[src/logic/rfseq_cfg.svh]
// Purpose: Offsets, field positions, reset values and timing counts of the rail fault sequencer.
// Assumes: A 10 MHz system clock.
// Notes: Register offsets are word addresses on the plain register port.
`ifndef RFSEQ_CFG_SVH
`define RFSEQ_CFG_SVH
`define RFSEQ_TARGET_ADDR     7'h6b
`define RFSEQ_OFS_FREQ        8'h01
`define RFSEQ_OFS_PROT        8'h14
`define RFSEQ_OFS_STATUS      8'h20
`define RFSEQ_OFS_MASK        8'h21
`define RFSEQ_OFS_STATE       8'h22
`define RFSEQ_FREQ_RST        2'h0
`define RFSEQ_PROT_RST        2'h3
`define RFSEQ_PROT_SHORT_BIT  0
`define RFSEQ_PROT_UV_BIT     1
`define RFSEQ_CLK_KHZ         10000
`define RFSEQ_TICK_US         100
`define RFSEQ_TICK_CYC        ((`RFSEQ_CLK_KHZ * `RFSEQ_TICK_US) / 1000)
`define RFSEQ_CHECK_MS        1
`define RFSEQ_PRE_MS          4
`define RFSEQ_UV_MS           50
`define RFSEQ_CHECK_TICKS     (`RFSEQ_CHECK_MS * 1000 / `RFSEQ_TICK_US)
`define RFSEQ_PRE_TICKS       (`RFSEQ_PRE_MS * 1000 / `RFSEQ_TICK_US)
`define RFSEQ_UV_TICKS        (`RFSEQ_UV_MS * 1000 / `RFSEQ_TICK_US)
`define RFSEQ_XRAIL_TICKS     1
`endif

[src/logic/rfseq_pkg.sv]
// Purpose: Types of the rail fault sequencer.
// Assumes: Nothing beyond the configuration header.
// Notes: Sequencer states are one-hot.
package rfseq_pkg;
   typedef enum logic [5:0] {
      ST_OFF   = 6'h01,
      ST_CHECK = 6'h02,
      ST_WAIT  = 6'h04,
      ST_PRE   = 6'h08,
      ST_RUN   = 6'h10,
      ST_SHUT  = 6'h20
   } rfseq_state_t;
endpackage : rfseq_pkg

[src/logic/rfseq_top.sv]
// Purpose: Power sequencing and rail fault supervision of a display power module.
// Assumes: Comparator outputs and soft-start flags arrive from analog, asynchronous.
// Notes: Rail order is positive source, negative source, gate high, gate low.
// Summary of operation
// RL1 - The serial slave answers at 7-bit address 1101011, exposed as target_addr.
// RL2 - The enable pin starts the power-on sequence and its removal the power-off.
// RL3 - A 2-bit frequency field picks 600k, 800k, 1M or 2.2MHz and resets to zero.
// RL4 - A rail below 70% starts a timer and after 50ms the whole device shuts down.
// RL5 - Undervoltage watch of a rail starts at the end of its soft-start.
// RL6 - A fault shutdown stays latched until lockout release or an enable restart.
// RL7 - Bit 1 of register 14h enables undervoltage protection.
// RL8 - Bit 0 of register 14h enables short protection.
// RL9 - Power-on waits until every output is below its short level.
// RL10 - The positive rail uses the fixed early level before soft-start, 30% after.
// RL11 - The below-short check is judged 1ms after lockout release.
// RL12 - The positive rail is checked 4ms after its delay; below early level shuts down.
// RL13 - Pre-charge ends and soft-start starts once the rail is within 0.2V of input.
// RL14 - Positive rail short watch runs in soft-start; others arm after their soft-start.
// RL15 - A rail under 30% stops at once, others 100us later, fault pin goes low; here the others stop on the second 100us tick after the trip.
// RL16 - A 100us tick from the clock times all fault windows.
`timescale 1ns/1ns
`include "rfseq_cfg.svh"
module rfseq_top (
   input  wire logic        clock,
   input  wire logic        nrst,
   input  wire logic        clk_en,
   input  wire logic [7:0]  reg_addr,
   input  wire logic [7:0]  reg_wdata,
   input  wire logic        reg_wr,
   input  wire logic        reg_rd,
   output logic      [7:0]  reg_rdata,
   output logic             irq,
   input  wire logic        enable_pin,
   input  wire logic        input_lockout_n,
   input  wire logic        delay_done,
   input  wire logic        precharge_ok,
   input  wire logic [3:0]  ss_done,
   input  wire logic [3:0]  above_short,
   input  wire logic [3:0]  above_uv,
   input  wire logic        pos_above_early,
   output logic      [6:0]  target_addr,
   output logic      [1:0]  freq_sel,
   output logic             power_on,
   output logic             precharge,
   output logic      [3:0]  rail_switch_en,
   output logic             fault_n_o,
   output logic             fault_n_oe
);
   // Two-flop synchronisers for every analog or pin input.
   logic [15:0] sync1_q, sync2_q;
   always_ff @(posedge clock) begin
      if (!nrst) begin
         sync1_q <= 16'h0000;
         sync2_q <= 16'h0000;
      end else if (clk_en) begin
         sync1_q <= {enable_pin, input_lockout_n, delay_done, precharge_ok, ss_done,
                     above_short, above_uv};
         sync2_q <= sync1_q;
      end
   end
   wire       en_s     = sync2_q[15];
   wire       lock_ok  = sync2_q[14];
   wire       dly_s    = sync2_q[13];
   wire       pre_ok_s = sync2_q[12];
   wire [3:0] ss_s     = sync2_q[11:8];
   wire [3:0] sc_s     = sync2_q[7:4];
   wire [3:0] uv_s     = sync2_q[3:0];
   logic early1_q, early2_q;
   always_ff @(posedge clock) begin
      if (!nrst) begin
         early1_q <= 1'b0;
         early2_q <= 1'b0;
      end else if (clk_en) begin
         early1_q <= pos_above_early;
         early2_q <= early1_q;
      end
   end

   // RL16 timebase tick
   // A shared 100us tick keeps every window counter narrow; windows are exact to one tick.
   logic [9:0] tick_cnt_q;
   wire        tick = (tick_cnt_q == 10'(`RFSEQ_TICK_CYC - 1));
   always_ff @(posedge clock) begin
      if (!nrst) tick_cnt_q <= 10'h000;
      else if (clk_en) tick_cnt_q <= tick ? 10'h000 : tick_cnt_q + 10'h001;
   end

   // Register file.
   logic [1:0] freq_q, prot_q;
   logic [2:0] sts_q, msk_q;
   logic       en_d1_q, lock_d1_q;
   wire        hit_freq = (reg_addr == `RFSEQ_OFS_FREQ);
   wire        hit_prot = (reg_addr == `RFSEQ_OFS_PROT);
   wire        hit_sts  = (reg_addr == `RFSEQ_OFS_STATUS);
   wire        hit_msk  = (reg_addr == `RFSEQ_OFS_MASK);
   wire        hit_st   = (reg_addr == `RFSEQ_OFS_STATE);
   // RL7 undervoltage enable
   wire        uv_en = prot_q[`RFSEQ_PROT_UV_BIT];
   // RL8 short enable
   wire        sc_en = prot_q[`RFSEQ_PROT_SHORT_BIT];

   // RL2 enable edges
   wire en_rise   = en_s & ~en_d1_q;
   wire lock_rise = lock_ok & ~lock_d1_q;

   rfseq_pkg::rfseq_state_t st_q, st_d;
   logic [9:0] win_q;
   logic [3:0] sw_q;
   logic       xrail_q;
   logic [0:0] xcnt_q;
   logic       fault_q;
   logic       pre_done_q;
   logic [9:0] uvc_q [4];
   logic [3:0] uv_trip;
   logic [3:0] sc_trip;

   // RL10 short levels per rail
   // Positive rail compares to the fixed early level until its soft-start finishes.
   wire pos_above = ss_s[0] ? sc_s[0] : early2_q;
   wire [3:0] above_lvl = {sc_s[3:1], pos_above};
   wire all_below = ~|above_lvl;

   // RL4 RL5 undervoltage timers
   // A rail that never rises after soft-start counts down the same 50ms window.
   genvar g;
   generate
      for (g = 0; g < 4; g++) begin : g_uv
         wire watch = uv_en && (st_q == rfseq_pkg::ST_RUN) && ss_s[g] && !uv_s[g];
         always_ff @(posedge clock) begin
            if (!nrst) uvc_q[g] <= 10'h000;
            else if (clk_en) begin
               if (!watch) uvc_q[g] <= 10'h000;
               else if (tick && uvc_q[g] != 10'(`RFSEQ_UV_TICKS))
                  uvc_q[g] <= uvc_q[g] + 10'h001;
            end
         end
         assign uv_trip[g] = (uvc_q[g] == 10'(`RFSEQ_UV_TICKS));
         // RL14 short arming
         // The positive rail is watched through soft-start; others only after theirs.
         assign sc_trip[g] = sc_en && (st_q == rfseq_pkg::ST_RUN) && !above_lvl[g]
                           && ((g == 0) ? !pre_done_q ? 1'b0 : 1'b1 : ss_s[g]);
      end
   endgenerate

   wire any_uv = |uv_trip;
   wire any_sc = |sc_trip;
   // RL12 pre-charge early check
   wire pre_fail = sc_en && (st_q == rfseq_pkg::ST_PRE) && dly_s
                 && (win_q == 10'(`RFSEQ_PRE_TICKS)) && !early2_q;

   // Sequencer next state.
   always_comb begin
      st_d = st_q;
      case (st_q)
         rfseq_pkg::ST_OFF:   if (lock_ok && en_s) st_d = rfseq_pkg::ST_CHECK;
         // RL11 judged at 1ms
         rfseq_pkg::ST_CHECK: if (win_q == 10'(`RFSEQ_CHECK_TICKS)) st_d = rfseq_pkg::ST_WAIT;
         // RL9 wait all below
         rfseq_pkg::ST_WAIT:  if (all_below) st_d = rfseq_pkg::ST_PRE;
         // RL13 pre-charge exit
         rfseq_pkg::ST_PRE:   if (pre_fail) st_d = rfseq_pkg::ST_SHUT;
                              else if (pre_ok_s) st_d = rfseq_pkg::ST_RUN;
         rfseq_pkg::ST_RUN:   if (any_uv || any_sc) st_d = rfseq_pkg::ST_SHUT;
         // RL6 latched shutdown
         rfseq_pkg::ST_SHUT:  st_d = rfseq_pkg::ST_SHUT;
         default:             st_d = rfseq_pkg::ST_OFF;
      endcase
      // RL2 enable control
      if (!lock_ok || !en_s) st_d = rfseq_pkg::ST_OFF;
      else if (lock_rise || en_rise) st_d = rfseq_pkg::ST_CHECK;
   end

   // State, window counter and edge history.
   always_ff @(posedge clock) begin
      if (!nrst) begin
         st_q <= rfseq_pkg::ST_OFF;
         win_q <= 10'h000;
         en_d1_q <= 1'b0;
         lock_d1_q <= 1'b0;
         pre_done_q <= 1'b0;
      end else if (clk_en) begin
         st_q <= st_d;
         en_d1_q <= en_s;
         lock_d1_q <= lock_ok;
         if (st_d != st_q) win_q <= 10'h000;
         else if (tick && (st_q != rfseq_pkg::ST_PRE || dly_s) && win_q != 10'h3ff)
            win_q <= win_q + 10'h001;
         pre_done_q <= (st_d == rfseq_pkg::ST_RUN);
      end
   end

   // RL15 staged switch stop
   // The faulty rail stops at once, the rest at the second 100us tick after the trip.
   wire trip_now = (st_q == rfseq_pkg::ST_RUN) && (st_d == rfseq_pkg::ST_SHUT);
   always_ff @(posedge clock) begin
      if (!nrst) begin
         sw_q <= 4'h0;
         xrail_q <= 1'b0;
         xcnt_q <= 1'b0;
         fault_q <= 1'b0;
      end else if (clk_en) begin
         if (trip_now) begin
            sw_q <= sw_q & ~(sc_trip | uv_trip);
            xrail_q <= 1'b1;
            xcnt_q <= 1'b0;
         end else if (xrail_q) begin
            if (tick) begin
               if (xcnt_q == 1'(`RFSEQ_XRAIL_TICKS)) begin
                  sw_q <= 4'h0;
                  xrail_q <= 1'b0;
                  fault_q <= 1'b1;
               end else xcnt_q <= xcnt_q + 1'b1;
            end
         end else if (st_q == rfseq_pkg::ST_RUN) sw_q <= ss_s | 4'h1;
         else if (st_q == rfseq_pkg::ST_SHUT) begin
            sw_q <= 4'h0;
            fault_q <= 1'b1;
         end else begin
            sw_q <= 4'h0;
            fault_q <= 1'b0;
         end
      end
   end

   // Events: bit0 undervoltage, bit1 short, bit2 shutdown; a status read clears, set wins.
   wire [2:0] ev = {trip_now | pre_fail, any_sc & trip_now, any_uv & trip_now};
   wire       rd_sts = reg_rd && hit_sts;
   always_ff @(posedge clock) begin
      if (!nrst) begin
         freq_q <= `RFSEQ_FREQ_RST;
         prot_q <= `RFSEQ_PROT_RST;
         sts_q <= 3'h0;
         msk_q <= 3'h0;
         reg_rdata <= 8'h00;
      end else if (clk_en) begin
         // RL3 frequency write
         if (reg_wr && hit_freq) freq_q <= reg_wdata[1:0];
         if (reg_wr && hit_prot) prot_q <= reg_wdata[1:0];
         if (reg_wr && hit_msk) msk_q <= reg_wdata[2:0];
         sts_q <= (rd_sts ? 3'h0 : sts_q) | ev;
         reg_rdata <= !reg_rd ? 8'h00 :
                      hit_freq ? {6'h00, freq_q} :
                      hit_prot ? {6'h00, prot_q} :
                      hit_sts  ? {5'h00, sts_q} :
                      hit_msk  ? {5'h00, msk_q} :
                      hit_st   ? {2'h0, st_q} : 8'h00;
      end
   end

   // Outputs.
   assign irq = |(sts_q & msk_q);
   // RL1 slave address
   assign target_addr = `RFSEQ_TARGET_ADDR;
   assign freq_sel = freq_q;
   assign power_on = sw_q[0];
   assign precharge = (st_q == rfseq_pkg::ST_PRE);
   assign rail_switch_en = sw_q;
   // Open-drain fault pin: driven low only while faulted.
   assign fault_n_o = 1'b0;
   assign fault_n_oe = fault_q;

   // RL6 shutdown stays latched
   a_shut_latched: assert property (@(posedge clock) disable iff (!nrst)
      (st_q == rfseq_pkg::ST_SHUT && clk_en && lock_ok && en_s && !$rose(en_s)
       && $past(lock_ok) && $past(en_s)) |=> st_q == rfseq_pkg::ST_SHUT) // RL6
      else $error("Shutdown left without restart.");
   // RL15 fault pin low after shutdown
   a_fault_pin: assert property (@(posedge clock) disable iff (!nrst)
      fault_n_oe |-> rail_switch_en == 4'h0) // RL15
      else $error("Fault pin low while rails still switch.");
   // RL3 frequency reset value
   a_freq_rst: assert property (@(posedge clock) $rose(nrst) |-> freq_sel == 2'h0) // RL3
      else $error("Frequency field not reset to zero.");
   // RL9 pre-charge needs all below
   a_wait_below: assert property (@(posedge clock) disable iff (!nrst)
      (st_q == rfseq_pkg::ST_WAIT && !all_below && clk_en && lock_ok && en_s)
      |=> st_q != rfseq_pkg::ST_PRE) // RL9
      else $error("Pre-charge entered with an output above short level.");
   // RL13 soft-start only after pre-charge ok
   a_pre_exit: assert property (@(posedge clock) disable iff (!nrst)
      $rose(st_q == rfseq_pkg::ST_RUN) |-> $past(pre_ok_s)) // RL13
      else $error("Soft-start began before pre-charge finished.");
   // RL2 off without enable
   a_en_off: assert property (@(posedge clock) disable iff (!nrst)
      (!en_s && clk_en) |=> st_q == rfseq_pkg::ST_OFF) // RL2
      else $error("Sequence running without enable.");
   // RL7 no undervoltage trip when disabled
   a_uv_off: assert property (@(posedge clock) disable iff (!nrst)
      !uv_en |-> !any_uv) // RL7
      else $error("Undervoltage trip while disabled.");
   // RL8 no short trip when disabled
   a_sc_off: assert property (@(posedge clock) disable iff (!nrst)
      !sc_en |-> !any_sc && !pre_fail) // RL8
      else $error("Short trip while disabled.");
   // RL15 tripped rail stops at once
   a_trip_stop: assert property (@(posedge clock) disable iff (!nrst)
      (trip_now && clk_en) |=> (rail_switch_en & $past(sc_trip | uv_trip)) == 4'h0) // RL15
      else $error("Tripped rail kept switching.");
endmodule : rfseq_top

[config.mk]
export PLATFORM = sky130hd
export DESIGN_NAME = rfseq_top
export DESIGN_NICKNAME = d
export VERILOG_FILES = /design/src/logic/rfseq_pkg.sv /design/src/logic/rfseq_top.sv
export VERILOG_INCLUDE_DIRS = /design/src /design/src/logic
export SDC_FILE = /design/constraint.sdc
export NUM_CORES = 1
export LEC_CHECK = 0
export CAP_MARGIN = 10
export CORE_MARGIN = 2
export CORE_UTILIZATION = 50
export DETAILED_ROUTE_END_ITERATION = 12
export DONT_BUFFER_PORTS = 1
export GPL_TIMING_DRIVEN = 0
export SYNTH_ARGS = -nofsm -noshare
export SYNTH_HDL_FRONTEND = slang
export SYNTH_SLANG_ARGS = --single-unit
[constraint.sdc]
create_clock -name clock -period 3 [get_ports clock]
set_input_delay 0.3 -clock clock [delete_from_list [all_inputs] [get_ports clock]]
set_output_delay 0.3 -clock clock [all_outputs]
set_load 0.05 [all_outputs]
==> impl_metrics.csv <==
group,metric,value,unit
global_route,first_global_vias,4819,
timing,fin_skew,6.13,ps
timing,grt_setup_unrepaired,"no",
timing,worst-slew-pin-transition,858,ps
global_route,grt_pass1_wl,25.2,mm
synth,ys_types,71,
layout,instances_no_fill,905,
global_route,antenna_found_initial,0,
synth,ys_async_sr_fraction,0,%
timing,final-hold-violation-count,0,
layout,syn_to_final_growth,12.7,%
power,p_total,0.00397,W
synth,synthXorXnorAreaFrac,5.61,%
layout,design_area,7390,sq um
global_route,globalRoute.totalOverflow,0,
route,wire_per_inst,17.4,um
layout,num-fill-cells,1195,
run,drv_cap,0,
synth,sequential_element_share_of_the_synthesized_area,44.6,%
layout,most_common_cell_after_layout_fill_and_taps_aside,"sky130_fd_sc_hd__dfxtp_1",
timing,period_needed,2830,ps
critical_path,critPathRequiredTime,3090,ps
worst_hold_path,hold_class,"primary input to flop",
placed_design,routabilityCongestion,0.942,
placed_design,dp.cells,872,
clocking,cts.htree.levels,4,
clocking,total_clock_buffers_created_by_cts,17,
power,peakVddDrop,364,uV
timing,final_worst_setup_slack,169,ps
synth,synth-edff-count,40,
synth,library_cell_with_the_largest_summed_area_after_synthesis,"sky130_fd_sc_hd__dfxtp_1",
synth,synth_area,6560,sq um
placed_design,placed_area,6800,sq um
floorplan,starting_density_of_the_core,51.5,%
route,route.detailed.drc,0,
floorplan,dieArea,14000,sq um
synth,combinational_family_with_the_most_area_after_synthesis,"simple AND/OR/NAND/NOR gates",
synth,yosys_warnings,0,
clocking,cts_max_path_buffers,2,
global_route,grt_max_degree,17,
placed_design,detailedPlace.worstSlack,-139,ps
clocking,clock_insertion_delay_worst_skew,420,ps
synth,post_synth_top_flop,"sky130_fd_sc_hd__dfxtp_1",
layout,drive_above_1_share,8.59,%
layout,layout.cells.most_common_list,"sky130_fd_sc_hd__dfxtp_1 (86), sky130_fd_sc_hd__nor2_1 (76), sky130_fd_sc_hd__nor2b_1 (52)",
route,drt_iter0_markers,359,
route,antenna_left,0,
timing,min_period_over_period,94.4,%
placed_design,port_buffers,0,
floorplan,die_y,119,um
floorplan,die_width,119,um
layout,antenna_cells,0,
clocking,clkSlewWorstSetupHoldPaths,60,ps
timing,final-max-slew-violation-count,0,
timing,max_clock_freq,353,MHz
critical_path,start_kind,"flop",
critical_path,critPathKind,"flop to flop",
critical_path,crit_fanout,10,
clocking,root_buffer,"sky130_fd_sc_hd__clkbuf_16",
layout,num-nets-final,771,
route,via_count,5108,
clocking,numClockSinks,126,
power,power_per_cell_area,537,nW/um^2
synth,synth_fa_ha_area_share,2.29,%
synth,synthesis.area_per_instance,9.48,sq um
route,drt_wl_total,15.8,mm
floorplan,rows,41,
timing,slew_headroom,42.8,%
clocking,cts_tree,"yes",
floorplan,floorplan.io_pins,64,
route,drt-pass1-iter-count,5,
synth,synth.area.mux_share,7.33,%
synth,complex_gate_fraction_of_the_synthesized_area,10.3,%
critical_path,timing.critical_path.arrival,2920,ps
timing,setup_violating_endpoint_count_in_the_final_report,0,
power,p_leak,2.74,nW
critical_path,end_kind,"flop",
floorplan,fp.coreArea,12700,sq um
synth,ranking_of_synthesized_cells_by_area,"sky130_fd_sc_hd__dfxtp_1 (26%), sky130_fd_sc_hd__edfxtp_1 (18%), sky130_fd_sc_hd__mux2i_1 (7.3%)",
run_status,status,"finished clean",
placed_design,dp.final_hpwl,11.5,mm
synth,synth_simple_gate_area_share,24.7,%
layout,postLayoutCoreUtil,58.1,%
route,via_per_inst,5.64,
synth,synth_seq_cells,126,
global_route,track_usage,23.1,%
synth,syn-instance-count,692,
synth,synth_top_area_share,26.3,%
==> cell usage after synthesis, types with 3 or more instances <==
| cell | n |
|---|---|
| sky130_fd_sc_hd__xnor2_1 | 19 |
| sky130_fd_sc_hd__nand2b_1 | 8 |
| sky130_fd_sc_hd__nand3b_1 | 3 |
| sky130_fd_sc_hd__a31oi_1 | 5 |
| sky130_fd_sc_hd__nor2b_1 | 52 |
| sky130_fd_sc_hd__clkbuf_1 | 21 |
| sky130_fd_sc_hd__a21boi_0 | 4 |
| sky130_fd_sc_hd__o21ai_0 | 14 |
| sky130_fd_sc_hd__nand4_1 | 14 |
| sky130_fd_sc_hd__or3_1 | 3 |
| sky130_fd_sc_hd__nand4b_1 | 4 |
| sky130_fd_sc_hd__nor3_1 | 17 |
| sky130_fd_sc_hd__xor2_1 | 23 |
| sky130_fd_sc_hd__buf_4 | 13 |
| sky130_fd_sc_hd__nor3b_1 | 3 |
| sky130_fd_sc_hd__dfxtp_1 | 86 |
| sky130_fd_sc_hd__and2_1 | 6 |
| sky130_fd_sc_hd__a21oi_1 | 7 |
| sky130_fd_sc_hd__or4_1 | 3 |
| sky130_fd_sc_hd__or3b_1 | 3 |
| sky130_fd_sc_hd__edfxtp_1 | 40 |
| sky130_fd_sc_hd__nand2_1 | 52 |
| sky130_fd_sc_hd__nor2_1 | 77 |
| sky130_fd_sc_hd__o311ai_1 | 7 |
| sky130_fd_sc_hd__nor4bb_1 | 3 |
| sky130_fd_sc_hd__a22oi_1 | 6 |
| sky130_fd_sc_hd__and3_1 | 8 |
| sky130_fd_sc_hd__inv_1 | 30 |
| sky130_fd_sc_hd__mux2i_1 | 48 |
| sky130_fd_sc_hd__buf_1 | 5 |
| sky130_fd_sc_hd__a22o_1 | 4 |
| sky130_fd_sc_hd__nor4_1 | 3 |
| sky130_fd_sc_hd__o22ai_1 | 3 |
| sky130_fd_sc_hd__o2bb2ai_1 | 4 |
| sky130_fd_sc_hd__ha_1 | 12 |
| sky130_fd_sc_hd__nand3_1 | 26 |
| sky130_fd_sc_hd__o211ai_1 | 8 |
| sky130_fd_sc_hd__and4_1 | 6 |
==> registers in the layout, indices dropped and copies added, names as in the netlist, 2 cells and up <==
signal          count
uvc_q              40
sts_q               3
freq_sel            2
rail_switch_en      4
prot_q              2
win_q              10
tick_cnt_q         10
msk_q               3
st_q                6
sync2_q            16
reg_rdata           6
sync1_q            16
==> metal layers <==
layer	GRT usage, %	part of all wire [%]
met4	8.63	2.9
met3	7.05	6.9
met1	30.2	45
met5	0	0
met2	36.0	45
==> path summary, 6_finish.rpt <==
path                            cells past startpoint                  startpoint  slack (ps)                         to
worst min register to register                      2     pre_done_q$_SDFFE_PN0P_         490    pre_done_q$_SDFFE_PN0P_
worst min-delay path                                2                reg_wdata[0]          20     prot_q[0]$_SDFFE_PN1P_
worst max register to register                      8  tick_cnt_q[0]$_SDFFE_PN0P_         170  uvc_q[3][9]$_SDFFCE_PN0P_
worst max-delay path                                8  tick_cnt_q[0]$_SDFFE_PN0P_         170  uvc_q[3][9]$_SDFFCE_PN0P_
==> power by group <==
| group | switching (W) | internal [W] | total, W |
|---|---|---|---|
| registers | 0.0000369 | 0.00180 | 0.00183 |
| clock network | 0.000737 | 0.00117 | 0.00191 |
| logic | 0.000140 | 0.0000857 | 0.000225 |
==> metrics by stage <==
stage / TNS (ps) / hold slack (ps)
2_1_floorplan: 0 / 428
3_3_place_gp: -5260 / 430
3_5_place_dp: -4110 / 438
4_1_cts: 0 / 5.11
5_1_grt: 0 / 34.4
6_report: 0 / 16.8
==> area by class of cell <==
class	instances	area [sq um]	share of cell area [%]
Clock buffer	19	454	6.15
Buffer	42	224	3.03
Inverter	30	113	1.52
Tap cell	172	215	2.91
Clock inverter	12	91.3	1.24
Timing Repair Buffer	2	15.0	0.203
Multi-Input combinational cell	502	3350	45.4
Sequential cell	126	2920	39.6
==> cells by family after synthesis <==
logic type / Yosys count
other: 2
flip-flops: 126
multiplexers: 48
AO/OA/AOI/OAI: 90
XOR/XNOR: 42
adder cells (fa/ha/maj): 12
buffers and inverters: 72
AND/OR/NAND/NOR: 300
==> critical path, stage by stage, from the launching register on <==
cell and delay (ps):
sky130_fd_sc_hd__dfxtp_1 370, sky130_fd_sc_hd__ha_1 220, sky130_fd_sc_hd__nand4_1 100, sky130_fd_sc_hd__or4_1 480, sky130_fd_sc_hd__clkbuf_1 220, sky130_fd_sc_hd__nor2_2 240
sky130_fd_sc_hd__nand2_2 180, sky130_fd_sc_hd__or3b_1 460, sky130_fd_sc_hd__nand3_2 240
==> timing repair <==
| action | 4_1_cts | 5_1_grt |
|---|---|---|
| endpoints found under the setup margin | 30 | 74 |
| pin swaps | 0 | 1 |
| buffers inserted | 0 | 2 |
| gates resized for setup | 3 | 6 |
| hold buffers | 0 | 0 |
(Power assumes the default switching activity.)
